### config.mk
export PLATFORM = sky130hd
export DESIGN_NAME = jog_search_ctrl
export DESIGN_NICKNAME = d
export VERILOG_FILES = /design/src/design/jog_search_ctrl.v /design/src/design/key_hold_timer.v
export VERILOG_INCLUDE_DIRS = /design/src /design/src/design
export SDC_FILE = /design/constraint.sdc
export NUM_CORES = 1
export LEC_CHECK = 0
export BUFFER_PORTS_ARGS = -buffer_cell sky130_fd_sc_hd__buf_2
export CELL_PAD_IN_SITES_DETAIL_PLACEMENT = 1
export CELL_PAD_IN_SITES_GLOBAL_PLACEMENT = 2
export CORE_UTILIZATION = 30
export CTS_CLUSTER_DIAMETER = 150
export DETAILED_ROUTE_END_ITERATION = 16
export PLACE_DENSITY = 0.7
export SYNTH_ARGS = -nofsm -noshare
export SYNTH_HDL_FRONTEND = slang
export SYNTH_HIERARCHICAL = 1
export SYNTH_SLANG_ARGS = --single-unit
### constraint.sdc
create_clock -name i_clk -period 2.5 [get_ports i_clk]
set_input_delay 0.25 -clock i_clk [delete_from_list [all_inputs] [get_ports i_clk]]
set_output_delay 0.25 -clock i_clk [all_outputs]
set_load 0.05 [all_outputs]
### src/design/jog_search_map.vh
// constants for the keypad jog and index search control
// Function
// - jog mode ignores both overtravel inhibit inputs
// - jog allowed only when servo ready
// - no jog start while external servo-on active
// - jog needs servo-on mapping other than forced-on
// - jog speed 0..10000 mm/s, default 50, live
// - enter press or shift hold enters jog
// - set key in jog enables servo
// - up forward, down reverse, stop on release
// - set or shift hold disables jog servo
// - leaving jog returns to jog utility selection
// - key direction follows direction select setting
// - index search ignores both overtravel inhibits
// - search runs to index pulse, then holds
// - search speed 60 mm/s at 5 m/s max
// - servo key or set key enables search servo
// - direction select 1 swaps search key directions
// - index found blinks display, servo-locked there
// - leaving search disables servo, shows selection
// - up/down step function number, digit blinks
// - set key switches status to utility selection
`ifndef JOG_SEARCH_MAP_VH
`define JOG_SEARCH_MAP_VH

// ----------------------------------------
// timing
// ----------------------------------------
`define CLK_FREQ_KHZ       25000
`define HOLD_TIME_MS       1000
`define BLINK_TIME_MS      250

// ----------------------------------------
// speeds in mm/s
// ----------------------------------------
`define SPEED_W            14
`define JOG_SPEED_MAX      14'h2710
`define JOG_SPEED_DEFAULT  14'h0032
`define SEARCH_SPEED       14'h003c
`define SEARCH_MAX_SPEED   14'h1388

// ----------------------------------------
// function numbers and mapping codes
// ----------------------------------------
`define FUNC_W             8
`define FUNC_FIRST         8'h00
`define FUNC_LAST          8'h14
`define FUNC_JOG           8'h02
`define FUNC_SEARCH        8'h03
`define MAP_W              4
`define MAP_FORCED_ON      4'h7
`define MAP_FORCED_OFF     4'h8

// ----------------------------------------
// display modes, one-hot
// ----------------------------------------
`define MODE_W             4
`define MODE_STATUS        4'h1
`define MODE_SELECT        4'h2
`define MODE_JOG           4'h4
`define MODE_SEARCH        4'h8

`endif

### src/design/jog_search_ctrl.v
// keypad jog and index search utility control
`timescale 1ns/1ns
`include "jog_search_map.vh"
module jog_search_ctrl #(
  parameter HOLD_CYCLES  = `HOLD_TIME_MS * `CLK_FREQ_KHZ,
  parameter BLINK_CYCLES = `BLINK_TIME_MS * `CLK_FREQ_KHZ
) (
  input  wire                 i_clk,
  input  wire                 i_rst_n,
  input  wire                 i_display_set_key,
  input  wire                 i_enter_key,
  input  wire                 i_shift_key,
  input  wire                 i_up_key,
  input  wire                 i_down_key,
  input  wire                 i_servo_enable_key,
  input  wire                 i_servo_ready,
  input  wire                 i_ext_servo_on,
  input  wire                 i_index_pulse,
  input  wire                 i_forward_overtravel_inhibit,
  input  wire                 i_reverse_overtravel_inhibit,
  input  wire [`MAP_W-1:0]    i_servo_enable_input_mapping,
  input  wire [`SPEED_W-1:0]  i_jog_speed_setting,
  input  wire                 i_direction_select,
  output reg                  o_servo_enable,
  output reg                  o_run,
  output reg                  o_dir_forward,
  output reg  [`SPEED_W-1:0]  o_speed_ref,
  output reg                  o_hold_at_index,
  output reg                  o_forward_stop,
  output reg                  o_reverse_stop,
  output reg  [`MODE_W-1:0]   o_display_mode,
  output reg  [`FUNC_W-1:0]   o_function_number,
  output reg                  o_digit_blink,
  output reg                  o_display_blink,
  output reg                  o_start_refused
);

  localparam [`MODE_W-1:0] ST_STATUS = `MODE_STATUS;
  localparam [`MODE_W-1:0] ST_SELECT = `MODE_SELECT;
  localparam [`MODE_W-1:0] ST_JOG    = `MODE_JOG;
  localparam [`MODE_W-1:0] ST_SEARCH = `MODE_SEARCH;

  // ----------------------------------------
  // input synchronisers
  // ----------------------------------------
  // bit order: set, enter, shift, up, down, svkey, ready, ext, index, fot, rot
  wire [10:0] pins_raw;
  reg  [10:0] pins_meta_reg;
  reg  [10:0] pins_sync_reg;
  reg  [10:0] pins_last_reg;

  assign pins_raw = {i_display_set_key, i_enter_key, i_shift_key, i_up_key,
                     i_down_key, i_servo_enable_key, i_servo_ready,
                     i_ext_servo_on, i_index_pulse,
                     i_forward_overtravel_inhibit, i_reverse_overtravel_inhibit};

  always @(posedge i_clk or negedge i_rst_n) begin
    if (!i_rst_n) begin
      pins_meta_reg <= 11'h000;
      pins_sync_reg <= 11'h000;
      pins_last_reg <= 11'h000;
    end else begin
      pins_meta_reg <= pins_raw;
      pins_sync_reg <= pins_meta_reg;
      pins_last_reg <= pins_sync_reg;
    end
  end

  wire [10:0] press = pins_sync_reg & ~pins_last_reg;

  wire set_press   = press[10];
  wire enter_press = press[9];
  wire shift_lvl   = pins_sync_reg[8];
  wire up_lvl      = pins_sync_reg[7];
  wire down_lvl    = pins_sync_reg[6];
  wire up_press    = press[7];
  wire down_press  = press[6];
  wire svkey_press = press[5];
  wire ready       = pins_sync_reg[4];
  wire ext_on      = pins_sync_reg[3];
  wire index_edge  = press[2];
  wire fot         = pins_sync_reg[1];
  wire rot         = pins_sync_reg[0];

  // ----------------------------------------
  // shift hold and blink timing
  // ----------------------------------------
  wire shift_held;

  key_hold_timer #(
    .HOLD_CYCLES (HOLD_CYCLES)
  ) u_shift_hold (
    .i_clk   (i_clk),
    .i_rst_n (i_rst_n),
    .i_key   (shift_lvl),
    .o_held  (shift_held)
  );

  // one confirm event covers both entry gestures
  wire confirm = enter_press | shift_held;

  reg  [23:0] blink_cnt_reg;
  reg         blink_phase_reg;
  wire        blink_wrap = (blink_cnt_reg == BLINK_CYCLES[23:0] - 24'h000001);

  always @(posedge i_clk or negedge i_rst_n) begin
    if (!i_rst_n) begin
      blink_cnt_reg   <= 24'h000000;
      blink_phase_reg <= 1'b0;
    end else if (blink_wrap) begin
      blink_cnt_reg   <= 24'h000000;
      blink_phase_reg <= ~blink_phase_reg;
    end else begin
      blink_cnt_reg   <= blink_cnt_reg + 24'h000001;
    end
  end

  // ----------------------------------------
  // helpers
  // ----------------------------------------
  // clamp to the top of the jog speed range
  function [`SPEED_W-1:0] clamp_speed;
    input [`SPEED_W-1:0] s;
    begin
      if (s > `JOG_SPEED_MAX) begin
        clamp_speed = `JOG_SPEED_MAX;
      end else begin
        clamp_speed = s;
      end
    end
  endfunction

  // key direction to motor direction
  function key_to_forward;
    input up;
    input swap;
    begin
      key_to_forward = up ^ swap;
    end
  endfunction

  // start gate shared by both utilities
  function start_allowed;
    input rdy;
    input ext;
    input forced;
    begin
      start_allowed = rdy & ~ext & ~forced;
    end
  endfunction

  // ----------------------------------------
  // mode state machine
  // ----------------------------------------
  reg  [`MODE_W-1:0] state_reg;
  reg  [`MODE_W-1:0] state_next;
  reg  [`FUNC_W-1:0] func_reg;
  reg  [`FUNC_W-1:0] func_next;
  reg                servo_reg;
  reg                servo_next;
  reg                found_reg;
  reg                found_next;
  reg                refused_next;

  wire map_forced_on = (i_servo_enable_input_mapping == `MAP_FORCED_ON);
  // single key held: pressing both stops the motor
  wire one_dir       = up_lvl ^ down_lvl;

  always @* begin
    state_next   = state_reg;
    func_next    = func_reg;
    servo_next   = servo_reg;
    found_next   = found_reg;
    refused_next = o_start_refused;
    case (state_reg)
      ST_STATUS: begin
        if (set_press) begin
          state_next   = ST_SELECT;
          refused_next = 1'b0;
        end
      end
      ST_SELECT: begin
        if (up_press && func_reg != `FUNC_LAST) begin
          func_next = func_reg + 8'h01;
        end else if (down_press && func_reg != `FUNC_FIRST) begin
          func_next = func_reg - 8'h01;
        end
        if (set_press) begin
          state_next = ST_STATUS;
        end else if (confirm && func_reg == `FUNC_JOG) begin
          if (start_allowed(ready, ext_on, map_forced_on)) begin
            state_next   = ST_JOG;
            servo_next   = 1'b0;
            refused_next = 1'b0;
          end else begin
            refused_next = 1'b1;
          end
        end else if (confirm && func_reg == `FUNC_SEARCH) begin
          // relies on operator, still checked here
          if (start_allowed(ready, ext_on, map_forced_on)) begin
            state_next   = ST_SEARCH;
            servo_next   = 1'b0;
            found_next   = 1'b0;
            refused_next = 1'b0;
          end else begin
            refused_next = 1'b1;
          end
        end
      end
      ST_JOG: begin
        if (!ready) begin
          servo_next = 1'b0;
        end
        if (enter_press) begin
          state_next = ST_SELECT;
          servo_next = 1'b0;
        end else if (servo_reg) begin
          if (set_press || shift_held) begin
            servo_next = 1'b0;
          end
        end else if (shift_held) begin
          // hold exits when servo already off
          state_next = ST_SELECT;
        end else if (set_press && ready) begin
          servo_next = 1'b1;
        end
      end
      ST_SEARCH: begin
        // losing ready drops the search servo too
        if (!ready) begin
          servo_next = 1'b0;
        end
        if (confirm) begin
          state_next = ST_SELECT;
          servo_next = 1'b0;
          found_next = 1'b0;
        end else if ((svkey_press || set_press) && ready) begin
          servo_next = 1'b1;
        end
        if (servo_reg && !found_reg && one_dir && index_edge) begin
          found_next = 1'b1;
        end
      end
      default: begin
        state_next = ST_STATUS;
        servo_next = 1'b0;
        found_next = 1'b0;
      end
    endcase
  end

  always @(posedge i_clk or negedge i_rst_n) begin
    if (!i_rst_n) begin
      state_reg       <= ST_STATUS;
      func_reg        <= `FUNC_FIRST;
      servo_reg       <= 1'b0;
      found_reg       <= 1'b0;
      o_start_refused <= 1'b0;
    end else begin
      state_reg       <= state_next;
      func_reg        <= func_next;
      servo_reg       <= servo_next;
      found_reg       <= found_next;
      o_start_refused <= refused_next;
    end
  end

  // ----------------------------------------
  // motion outputs
  // ----------------------------------------
  wire in_jog    = (state_reg == ST_JOG);
  wire in_search = (state_reg == ST_SEARCH);
  wire ot_ignore = in_jog | in_search;

  reg                run_next;
  reg                fwd_next;
  reg [`SPEED_W-1:0] speed_next;

  always @* begin
    run_next   = 1'b0;
    fwd_next   = o_dir_forward;
    speed_next = `SPEED_W'h0;
    if (in_jog && servo_reg && one_dir) begin
      run_next   = 1'b1;
      fwd_next   = key_to_forward(up_lvl, i_direction_select);
      speed_next = clamp_speed(i_jog_speed_setting);
    end else if (in_search && servo_reg && !found_reg && one_dir && !index_edge) begin
      run_next   = 1'b1;
      fwd_next   = key_to_forward(up_lvl, i_direction_select);
      speed_next = `SEARCH_SPEED;
    end
  end

  always @(posedge i_clk or negedge i_rst_n) begin
    if (!i_rst_n) begin
      o_servo_enable    <= 1'b0;
      o_run             <= 1'b0;
      o_dir_forward     <= 1'b1;
      o_speed_ref       <= `SPEED_W'h0;
      o_hold_at_index   <= 1'b0;
      o_forward_stop    <= 1'b0;
      o_reverse_stop    <= 1'b0;
      o_display_mode    <= ST_STATUS;
      o_function_number <= `FUNC_FIRST;
      o_digit_blink     <= 1'b0;
      o_display_blink   <= 1'b0;
    end else begin
      o_servo_enable    <= servo_next;
      o_run             <= run_next & servo_next;
      // direction holds between moves so the last travel stays visible
      o_dir_forward     <= fwd_next;
      // speed zeroed with the servo, so a drop mid-move leaves no reference
      o_speed_ref       <= servo_next ? speed_next : `SPEED_W'h0;
      o_hold_at_index   <= in_search & found_next & servo_next;
      o_display_blink   <= in_search & found_next & blink_phase_reg;
      o_forward_stop    <= fot & ~ot_ignore;
      o_reverse_stop    <= rot & ~ot_ignore;
      o_display_mode    <= state_next;
      o_function_number <= func_next;
      o_digit_blink     <= (state_next == ST_SELECT) & blink_phase_reg;
    end
  end

endmodule

### src/design/key_hold_timer.v
// key hold timer: one pulse when a key has been held long enough
`timescale 1ns/1ns
`include "jog_search_map.vh"
module key_hold_timer #(
  parameter HOLD_CYCLES = `HOLD_TIME_MS * `CLK_FREQ_KHZ
) (
  input  wire i_clk,
  input  wire i_rst_n,
  input  wire i_key,
  output wire o_held
);

  reg  [24:0] count_reg;
  reg  [24:0] count_next;
  reg         done_reg;
  reg         done_next;
  reg         held_reg;
  reg         held_next;

  always @* begin
    count_next = count_reg;
    done_next  = done_reg;
    held_next  = 1'b0;
    if (!i_key) begin
      count_next = 25'h0000000;
      done_next  = 1'b0;
    end else if (!done_reg) begin
      if (count_reg == HOLD_CYCLES[24:0] - 25'h0000001) begin
        held_next = 1'b1;
        done_next = 1'b1;
      end else begin
        count_next = count_reg + 25'h0000001;
      end
    end
  end

  always @(posedge i_clk or negedge i_rst_n) begin
    if (!i_rst_n) begin
      count_reg <= 25'h0000000;
      done_reg  <= 1'b0;
      held_reg  <= 1'b0;
    end else begin
      count_reg <= count_next;
      done_reg  <= done_next;
      held_reg  <= held_next;
    end
  end

  assign o_held = held_reg;

endmodule

==> impl_metrics.json, run 1 <==
{
  "grt_max_degree": 40,
  "max_cap_viol_count": 0,
  "grt_pass1_wl_um": 23040,
  "yosysSeqAreaShare_pct": 54.33,
  "cp_max_fo": 6,
  "grtUsageTotal_pct": 16.27,
  "port_buffers": 66,
  "synth_edf_count": 0,
  "grt_pass1_vias": 4464,
  "std_cell_rows": 48,
  "vias": 4276,
  "synthesis.area_um2": 5348,
  "cpPeakStageDelay_ns": 0.42,
  "syn_inst": 497,
  "rsz0062_at_grt": "true",
  "pin_count": 67,
  "first_pass_iters": 4,
  "clk_pin_slew_ns": 0.05,
  "first_iter_violations": 204,
  "cts-root-buf": "clkbuf_16",
  "cts_sinks": 116,
  "synth-main-ff-cell": "dfrtp_1",
  "setup_viol": 0,
  "fin_crit_ns": 2.419,
  "syn_to_final_growth_pct": 30.28,
  "routed_wl_um": 13790,
  "worstSetupPathType": "flip-flop to flip-flop",
  "ir_drop_mv": 0.5160,
  "num_antenna_cells": 0,
  "drv_slew": 0,
  "start_kind": "flip-flop",
  "grt_antenna_before_repair": 0,
  "drc": 0,
  "finalHoldViolations": 0,
  "vias_per_cell": 5.031,
  "nets": 653,
  "layout-drive-gt1-share_pct": 26.24,
  "largest_reg_flops": 25,
  "synth_top_area_share_pct": 53.35,
  "cp-end-kind": "flip-flop",
  "place_congestion": 0.7762,
  "initial_utilization_pct": 30.81,
  "maxSlewHeadroom_pct": 52.13,
  "chipHeight_um": 135.5,
  "dpl.hpwl_um": 9689,
  "power.density_nw_per_um2": 843.2,
  "status": "finished clean",
  "synth.avg_cell_area_um2": 10.76,
  "wl_per_cell_um": 16.22,
  "finalCritPeriodShare_pct": 96.75,
  "synthTopCellsByArea": "dfrtp_1 53%, nor2_1 3.2%, xnor2_1 3.1%, nand3_1 2.4%, a21oi_1 2.3%",
  "min_path_type": "input pin to flip-flop",
  "htree_levels": 4,
  "ant_nets": 0,
  "yosysWarnings": 6,
  "max_freq_mhz": 413.4,
  "power.total_w": 0.005875,
  "fin_tns_setup_ns": 0,
  "finClkSkew_ns": 0.008418,
  "ys_ff_latch": 116,
  "tightest_slew_ns": 0.7173,
  "core_area_um2": 17360,
  "required_ns": 2.79,
  "cts_tree": "yes",
  "clk_latency_ns": 0.41,
  "synth_nets": 538,
  "path_cells": "nor4_4, a41oi_2, inv_4, ha_4, a21oi_4, o211ai_1, o41ai_2, xnor2_1, nor2_1, xor2_1",
  "synth_cell_types": 68,
  "die_w_um": 135.5,
  "arrival_ns": 2.71,
  "crit_slowest_cell": "dfrtp_2",
  "synth_area_leader_cell": "dfrtp_1",
  "cts_buffers": 17,
  "die_area_um2": 18360,
  "grt.overflow.total": 0,
  "p_leak_nw": 3.075,
  "async_reset_ff_share_pct": 100.0,
  "clockBufferDepth": 2
}
==> report_power, final <==
part / internal (W) / switching, W
clock: 0.00161 / 0.000837
sequential: 0.00199 / 0.0000838
combinational: 0.000565 / 0.000789
total: 0.00417 / 0.00171
==> worst max-delay path: cells and delay by family (launching register included) <==
| kind | cells | cell delay [ns] |
|---|---|---|
| flops | 1 | 0.42 |
| xor+xnor | 2 | 0.31 |
| compound gates | 4 | 0.79 |
| fa+ha+maj | 1 | 0.22 |
| buf+inv | 1 | 0.17 |
| simple gates | 2 | 0.39 |
==> cell usage after synthesis, types with 3 or more instances <==
| library cell | count |
|---|---|
| nand3_1 | 26 |
| clkbuf_1 | 7 |
| o22ai_1 | 3 |
| xor2_1 | 13 |
| nor3_2 | 3 |
| nor4b_1 | 8 |
| dfrtp_1 | 114 |
| nand2b_1 | 8 |
| nor4_1 | 5 |
| o31ai_1 | 10 |
| and3_1 | 9 |
| xnor2_1 | 19 |
| inv_1 | 15 |
| nand4b_1 | 5 |
| nand4_1 | 12 |
| nor2b_1 | 7 |
| a21oi_1 | 25 |
| nand2_1 | 32 |
| or4_1 | 11 |
| o41ai_1 | 3 |
| nand3b_1 | 4 |
| mux2_2 | 3 |
| nor2_1 | 45 |
| mux2i_1 | 4 |
| nor3_1 | 19 |
| o21ai_0 | 17 |
| or3_1 | 6 |
| o211ai_1 | 3 |
| ha_1 | 8 |
| and2_1 | 4 |
==> kinds of logic after synthesis <==
| family | Yosys count | share of synthesized area (%) |
|---|---|---|
| AOI/OAI and AO/OA | 83 | 10.65 |
| adders and majority gates | 9 | 2.246 |
| buffers and inverters | 27 | 2.176 |
| muxes | 7 | 1.380 |
| DFF | 116 | 54.33 |
| and+or+nand+nor | 223 | 23.98 |
| xor gates and xnor gates | 32 | 5.241 |
==> stage by stage <==
step	area, um2	setup WS (ns)	hold slack, ns	utilization, %	std cells
floorplan	5391	-0.03416	-0.04559	-	497
global placement	6123	0.03464	0.2397	35.28	798
detailed placement	6123	-0.04047	0.2437	35.28	798
CTS	6859	0.01449	0.03380	39.52	844
global route	6967	-0.07165	0.05763	40.14	850
finish	6967	0.08123	0.05554	40.14	850
==> worst paths after layout <==
path                                                         end  slack, ns                              from  cells after the start
worst max-delay path            o_function_number[7]$_DFFE_PN0P_       0.08  o_function_number[3]$_DFFE_PN0P_                     10
worst min-delay path                   o_speed_ref[12]$_DFF_PN0_       0.06           i_jog_speed_setting[13]                      2
worst max register to register  o_function_number[7]$_DFFE_PN0P_       0.08  o_function_number[3]$_DFFE_PN0P_                     10
worst min register to register        pins_sync_reg[9]$_DFF_PN0_       0.35        pins_meta_reg[9]$_DFF_PN0_                      0
max in group asynchronous              o_dir_forward$_DFFE_PN1N_       1.43                           i_rst_n                      3
min in group asynchronous       o_function_number[6]$_DFFE_PN0P_       0.33                           i_rst_n                      2
==> layer usage <==
layer / wire, um / track usage [%] / part of all wire [%] / vias up
met2: 6670 / 25.98 / 48 / 79
met1: 6373 / 20.75 / 46 / 2125
met5: 0 / 0 / 0 / -
met4: 291 / 6.991 / 2.1 / 0
met3: 455 / 4.227 / 3.3 / 24
li1: - / - / - / 2048
==> cell usage in the layout (no fill, tap or decap), types with 4 or more instances in the layout <==
cell type | netlist | routed
or3_1 | 6 | 6
a21oi_1 | 25 | 23
buf_2 | 1 | 65
nand2_1 | 32 | 32
xor2_1 | 13 | 13
o31ai_1 | 10 | 10
nand4b_1 | 5 | 5
clkbuf_16 | 0 | 17
or4_1 | 11 | 11
xnor2_1 | 19 | 19
and3_1 | 9 | 9
dfrtp_2 | 0 | 5
nor4_1 | 5 | 4
nor2_1 | 45 | 45
inv_1 | 15 | 14
buf_4 | 1 | 30
dlygate4sd3_1 | 0 | 12
and2_1 | 4 | 4
nand3_1 | 26 | 26
dfrtp_1 | 114 | 108
ha_1 | 8 | 4
nor2b_1 | 7 | 7
nand3b_1 | 4 | 4
nand4_1 | 12 | 12
clkbuf_1 | 7 | 4
o21ai_0 | 17 | 17
nor3_1 | 19 | 19
nor4b_1 | 8 | 8
mux2i_1 | 4 | 4
ha_4 | 0 | 4
nand2b_1 | 8 | 8
==> cell type report <==
class                           count  area [um2]
Multi-Input combinational cell    354        2424
Sequential cell                   116        2915
Tap cell                          225       281.5
Timing Repair Buffer              108       690.7
Fill cell                        1896       10390
Clock buffer                       23       467.9
Clock inverter                      9       128.9
Inverter                           15       58.81
==> repair_timing <==
item | in CTS | in global routing
pin swaps | 0 | 10
hold endpoints to repair | 43 | 0
hold buffers | 12 | 0
setup buffers | 2 | 6
gates resized for setup | 1 | 8
setup endpoints to repair | 2 | 2
Note: power is estimated with default switching activity, not from simulation.
==> run 2: changes to the inputs <==
--- a/config.mk
+++ b/config.mk
@@ -8,11 +8,11 @@
 export LEC_CHECK = 0
 export BUFFER_PORTS_ARGS = -buffer_cell sky130_fd_sc_hd__buf_2
 export CELL_PAD_IN_SITES_DETAIL_PLACEMENT = 1
-export CELL_PAD_IN_SITES_GLOBAL_PLACEMENT = 2
+export CELL_PAD_IN_SITES_GLOBAL_PLACEMENT = 1
 export CORE_UTILIZATION = 30
 export CTS_CLUSTER_DIAMETER = 150
 export DETAILED_ROUTE_END_ITERATION = 16
-export PLACE_DENSITY = 0.7
+export PLACE_DENSITY = 0.58
 export SYNTH_ARGS = -nofsm -noshare
 export SYNTH_HDL_FRONTEND = slang
 export SYNTH_HIERARCHICAL = 1
==> constraint.sdc (replaced) <==
create_clock -name i_clk -period 2.3 [get_ports i_clk]
set_input_delay 0.23 -clock i_clk [delete_from_list [all_inputs] [get_ports i_clk]]
set_output_delay 0.23 -clock i_clk [all_outputs]
set_load 0.05 [all_outputs]
==> run 2 against run 1 <==
Net effect: the flow now finishes with violations (setup timing); worst setup slack worse by 0.22 ns; final area is 2.4% higher; core utilization grew 0.95 points; die area is the same; via count increased by 2.4%; largest cell class unchanged; highest routed layer unchanged.
==> impl_metrics.json, run 2 (synthesized netlist as in run 1, its figures left out) <==
{
  "grt_antenna_before_repair": 0,
  "arrival_ns": 2.74,
  "grt_max_degree": 117,
  "tightest_slew_ns": 0.6676,
  "n_fill_cell": 1942,
  "wl_per_cell_um": 16.24,
  "routed_wl_um": 14050,
  "fin_crit_ns": 2.442,
  "drc": 0,
  "grtUsageTotal_pct": 16.64,
  "power.density_nw_per_um2": 929.6,
  "rsz0062_at_grt": "true",
  "cp_max_fo": 5,
  "vias_per_cell": 5.061,
  "cts_sinks": 116,
  "place_congestion": 0.7850,
  "layout_common_cells": "108 x dfrtp_1, 65 x buf_2, 44 x nor2_1",
  "status": "complete, but fails checks",
  "chipHeight_um": 135.5,
  "ant_nets": 0,
  "first_iter_violations": 221,
  "clk_latency_ns": 0.42,
  "met3WireLength_um": 395,
  "setup_viol": 4,
  "cts_buffers": 17,
  "finalHoldViolations": 0,
  "cts_tree": "yes",
  "place_area_um2": 6282,
  "vias": 4378,
  "timing.final.ws_setup_ns": -0.1420,
  "min_path_type": "input pin to flip-flop",
  "grt.overflow.total": 0,
  "multiInputGateArea_um2": 2404,
  "num_antenna_cells": 0,
  "start_kind": "flip-flop",
  "final_area_um2": 7132,
  "finClkSkew_ns": 0.009954,
  "htree_levels": 4,
  "max_cap_viol_count": 0,
  "clockBufferDepth": 2,
  "port_buffers": 66,
  "largest_reg_flops": 25,
  "layout-drive-gt1-share_pct": 28.91,
  "std_cell_rows": 48,
  "grt_pass1_vias": 4644,
  "violations": "setup timing",
  "first_pass_iters": 4,
  "die_area_um2": 18360,
  "worstSetupPathType": "flip-flop to flip-flop",
  "dpl.hpwl_um": 9810,
  "wl_met1_um": 6449,
  "cp-end-kind": "flip-flop",
  "maxSlewHeadroom_pct": 55.12,
  "pin_count": 67,
  "wl_met2_um": 7034,
  "ir_drop_mv": 0.7755,
  "finalCritPeriodShare_pct": 106.2,
  "core_area_um2": 17360,
  "ff_latch_area_um2": 2915,
  "grt_pass1_wl_um": 23540,
  "cts-root-buf": "clkbuf_16",
  "required_ns": 2.60,
  "layout_commonest_cell": "dfrtp_1",
  "clk_pin_slew_ns": 0.06,
  "initial_utilization_pct": 30.81,
  "nets": 668,
  "die_w_um": 135.5,
  "p_leak_nw": 3.178,
  "syn_to_final_growth_pct": 33.36,
  "utilization_pct": 41.09,
  "max_freq_mhz": 409.5,
  "drv_slew": 0,
  "highest_layer": "met4"
}
run 2: cell count changes in the layout (fill, tap and decap cells not counted), moves of 2 or more:
cell	delta
ha_4	-3
clkbuf_1	-4
clkinv_2	-3
a21oi_2	+3
a21oi_1	-2
inv_6	+2
clkinvlp_4	+3
buf_6	+2
buf_4	+10
ha_1	+3
buf_12	+3
run 2: metal layers:
layer  vias to the layer above  track usage [%]
li1                       2084                -
met1                      2218            21.37
met2                        64            27.18
met3                        12            3.966
met4                         0            6.055
met5                         -                0
run 2: what timing repair did:
item                       in CTS  in global routing
hold buffers                   12                  0
setup buffers                   5                  4
gates resized for setup         4                  6
pin swaps                       9                  3
setup endpoints to repair       3                  5
hold endpoints to repair      125                  0
run 2: final cells by class:
| type | instances | area share [%] |
|---|---|---|
| Multi-Input combinational cell | 354 | 33.70 |
| Clock inverter | 13 | 2.439 |
| Inverter | 15 | 0.7895 |
| Clock buffer | 19 | 6.351 |
| Timing Repair Buffer | 123 | 11.89 |
| Sequential cell | 116 | 40.88 |
| Tap cell | 225 | 3.947 |
run 2: worst paths after layout:
check / depth (start not counted) / slack (ns) / endpoint / startpoint
setup / recovery: 12 / -0.14 / o_function_number[6]$_DFFE_PN0P_ / o_function_number[3]$_DFFE_PN0P_
hold / removal: 2 / 0.04 / o_speed_ref[12]$_DFF_PN0_ / i_jog_speed_setting[13]
setup reg to reg: 12 / -0.14 / o_function_number[6]$_DFFE_PN0P_ / o_function_number[3]$_DFFE_PN0P_
hold reg to reg: 0 / 0.35 / pins_sync_reg[5]$_DFF_PN0_ / pins_meta_reg[5]$_DFF_PN0_
max in group asynchronous: 3 / 1.37 / pins_meta_reg[0]$_DFF_PN0_ / i_rst_n
min in group asynchronous: 3 / 0.44 / o_function_number[1]$_DFFE_PN0P_ / i_rst_n
run 2: power breakdown:
group	internal, W	leakage (nW)	switching (W)
combinational	0.000722	1.38	0.000899
clock	0.00178	0.290	0.000997
sequential	0.00216	1.51	0.0000792
run 2: critical path, cell delays in order (launching register included):
cell      delay (ns)
dfrtp_2         0.42
nor4_4          0.34
a41oi_2         0.19
inv_2           0.14
buf_6           0.12
buf_6           0.08
fa_2            0.19
a21o_1          0.14
a21oi_2         0.06
o21bai_1        0.17
a21oi_2         0.08
xnor2_1         0.13
mux2_4          0.26
run 2: metrics by stage:
stage | std cells | setup WS (ns) | total power [W] | setup TNS, ns | hold slack, ns
after global routing | 865 | -0.2841 | 0.006931 | -1.071 | 0.03971
after detailed placement | 812 | -0.2195 | 0.003677 | -0.3905 | 0.3357
after floorplan | 497 | -0.1847 | 0.003158 | -0.3679 | -0.06559
final | 865 | -0.1420 | 0.006630 | -0.4272 | 0.04256
after CTS | 861 | -0.2082 | 0.006623 | -0.3962 | 0.02732
after global placement | 812 | -0.1536 | 0.003642 | -0.2378 | 0.3346
==> run 3: changes to the inputs <==
==> constraint.sdc (replaced) <==
create_clock -name i_clk -period 2.85 [get_ports i_clk]
set_input_delay 0.285 -clock i_clk [delete_from_list [all_inputs] [get_ports i_clk]]
set_output_delay 0.285 -clock i_clk [all_outputs]
set_load 0.05 [all_outputs]
==> run 3 against run 2 <==
Net effect: the flow now finishes without violations; sequential power down 18%; final area down 5.0%; sequential share of layout area up 2.0 points; hold slack better by 0.040 ns; sequential cell count unchanged; combinational power down 43%; fmax down 8.3%; largest power group unchanged; highest routed layer unchanged.
==> impl_metrics.json, run 3 (synthesized netlist as in run 1, its figures left out) <==
{
  "fin_crit_ns": 2.664,
  "power.density_nw_per_um2": 748.5,
  "cp_max_fo": 7,
  "layout_commonest_cell": "dfrtp_1",
  "rsz0062_at_grt": "false",
  "vias": 4217,
  "post-cts-setup-buffer-count": 0,
  "multiInputGateArea_um2": 2347,
  "combinationalPowerShare_pct": 18.2,
  "htree_levels": 4,
  "die_w_um": 135.5,
  "first_iter_violations": 169,
  "worstSetupPathType": "flip-flop to flip-flop",
  "wl_per_cell_um": 16.21,
  "ant_nets": 0,
  "grt_pass1_wl_um": 22830,
  "vias_per_cell": 5.081,
  "num_antenna_cells": 0,
  "tightest_slew_ns": 0.7482,
  "power.internal_w": 0.003607,
  "pwr-share-clk_pct": 45.5,
  "port_buffers": 66,
  "maxSlewHeadroom_pct": 50.07,
  "cts_buffers": 17,
  "syn_to_final_growth_pct": 26.67,
  "fin_tns_setup_ns": 0,
  "setup_viol": 0,
  "grt.overflow.total": 0,
  "crit_top_cell": "a21oi_1",
  "clk_pin_slew_ns": 0.06,
  "chipHeight_um": 135.5,
  "r2r_cells": 10,
  "fin_cells": 830,
  "grt_max_degree": 114,
  "dp.cells": 786,
  "r2r-end": "o_function_number[6]$_DFFE_PN0P_",
  "required_ns": 3.15,
  "drc": 0,
  "largest_reg_flops": 25,
  "core_area_um2": 17360,
  "worst-path-buf-inv": 1,
  "max_freq_mhz": 375.4,
  "min_to": "o_speed_ref[12]$_DFF_PN0_",
  "start_kind": "flip-flop",
  "finClkSkew_ns": 0.008082,
  "die_area_um2": 18360,
  "place_congestion": 0.7924,
  "min_path_type": "input pin to flip-flop",
  "pin_count": 67,
  "switching_power_w": 0.001463,
  "swShare_pct": 28.85,
  "grt_antenna_before_repair": 0,
  "finalHoldViolations": 0,
  "arrival_ns": 2.96,
  "holdPathStages": 2,
  "dpl.hpwl_um": 9148,
  "ir_drop_mv": 0.5475,
  "clk_latency_ns": 0.42,
  "grt_pass1_vias": 4560,
  "ff_latch_area_um2": 2905,
  "clockBufferDepth": 2,
  "cts-root-buf": "clkbuf_16",
  "layout_common_cells": "114 x dfrtp_1, 65 x buf_2, 45 x nor2_1",
  "n_fill_cell": 1912,
  "utilization_pct": 39.03,
  "crit_slowest_cell": "dfrtp_1",
  "cts_sinks": 116,
  "finalCritPeriodShare_pct": 93.48,
  "cp-end-kind": "flip-flop",
  "rrSetupSlack_ns": 0.19,
  "initial_utilization_pct": 30.81,
  "std_cell_rows": 48,
  "drv_slew": 0,
  "power.total_w": 0.005070,
  "grtUsageTotal_pct": 16.16,
  "routed_wl_um": 13450,
  "seq_power_share_pct": 36.2,
  "nets": 633,
  "max_cap_viol_count": 0,
  "reg2reg_from": "o_function_number[7]$_DFFE_PN0P_",
  "min-delay-start": "i_jog_speed_setting[13]",
  "first_pass_iters": 4,
  "cpPeakStageDelay_ns": 0.43,
  "path_cells": "nor4_2, a41oi_2, inv_2, ha_1, a21o_1, a21oi_1, o21bai_1, a21oi_1, xnor2_1, mux2_2",
  "status": "finished clean",
  "p_leak_nw": 3.003,
  "layout-drive-gt1-share_pct": 22.15,
  "cts_tree": "yes",
  "path_delay_family": "compound AO/OA/AOI/OAI gates"
}
run 3: area by class of cell:
type | count | share of cell area (%)
Clock buffer | 21 | 6.945
Clock inverter | 11 | 2.549
Inverter | 15 | 0.8312
Multi-Input combinational cell | 354 | 34.65
Sequential cell | 116 | 42.89
Tap cell | 225 | 4.156
Timing Repair Buffer | 88 | 7.979
run 3: worst max-delay path by stage:
stage / from / cells past startpoint / end / slack, ns
after floorplan: o_function_number[0]$_DFFE_PN0P_ / 10 / o_function_number[6]$_DFFE_PN0P_ / 0.004
after global placement: o_function_number[1]$_DFFE_PN0P_ / 10 / o_function_number[7]$_DFFE_PN0P_ / 0.18
after detailed placement: o_function_number[7]$_DFFE_PN0P_ / 10 / o_function_number[6]$_DFFE_PN0P_ / 0.07
after CTS: o_function_number[7]$_DFFE_PN0P_ / 10 / o_function_number[6]$_DFFE_PN0P_ / 0.03
after global routing: o_function_number[7]$_DFFE_PN0P_ / 10 / o_function_number[6]$_DFFE_PN0P_ / 0.02
final: o_function_number[7]$_DFFE_PN0P_ / 10 / o_function_number[6]$_DFFE_PN0P_ / 0.19
run 3: per-stage QoR:
step	setup slack [ns]	instance area (um2)	hold WS [ns]
after global routing	0.01525	6774	0.07109
after global placement	0.1773	5989	0.09222
after detailed placement	0.06891	5989	0.08935
final	0.1859	6774	0.08247
after CTS	0.02928	6753	0.05721
after floorplan	0.003583	5348	-0.01059
run 3: per-layer routing:
layer | wire [um] | GRT usage (%)
met5 | 0 | 0
met4 | 239 | 7.054
met3 | 431 | 3.741
met2 | 6598 | 27.24
met1 | 6183 | 19.67
run 3: power by group through the flow:
stage | Clock, W | Combinational, W | Sequential (W)
global route | 0.00244 | 0.00101 | 0.00185
detailed placement | 0 | 0.000895 | 0.00186
floorplan | 0 | 0.000410 | 0.00206
finish | 0.00231 | 0.000925 | 0.00184
global placement | 0 | 0.000868 | 0.00185
CTS | 0.00237 | 0.000916 | 0.00183
run 3: repair_timing:
| item | in CTS | in global routing |
|---|---|---|
| hold buffers | 12 | 0 |
| endpoints found under the setup margin | 0 | 2 |
| gates resized for setup | 0 | 4 |
| endpoints found under the hold margin | 14 | 0 |
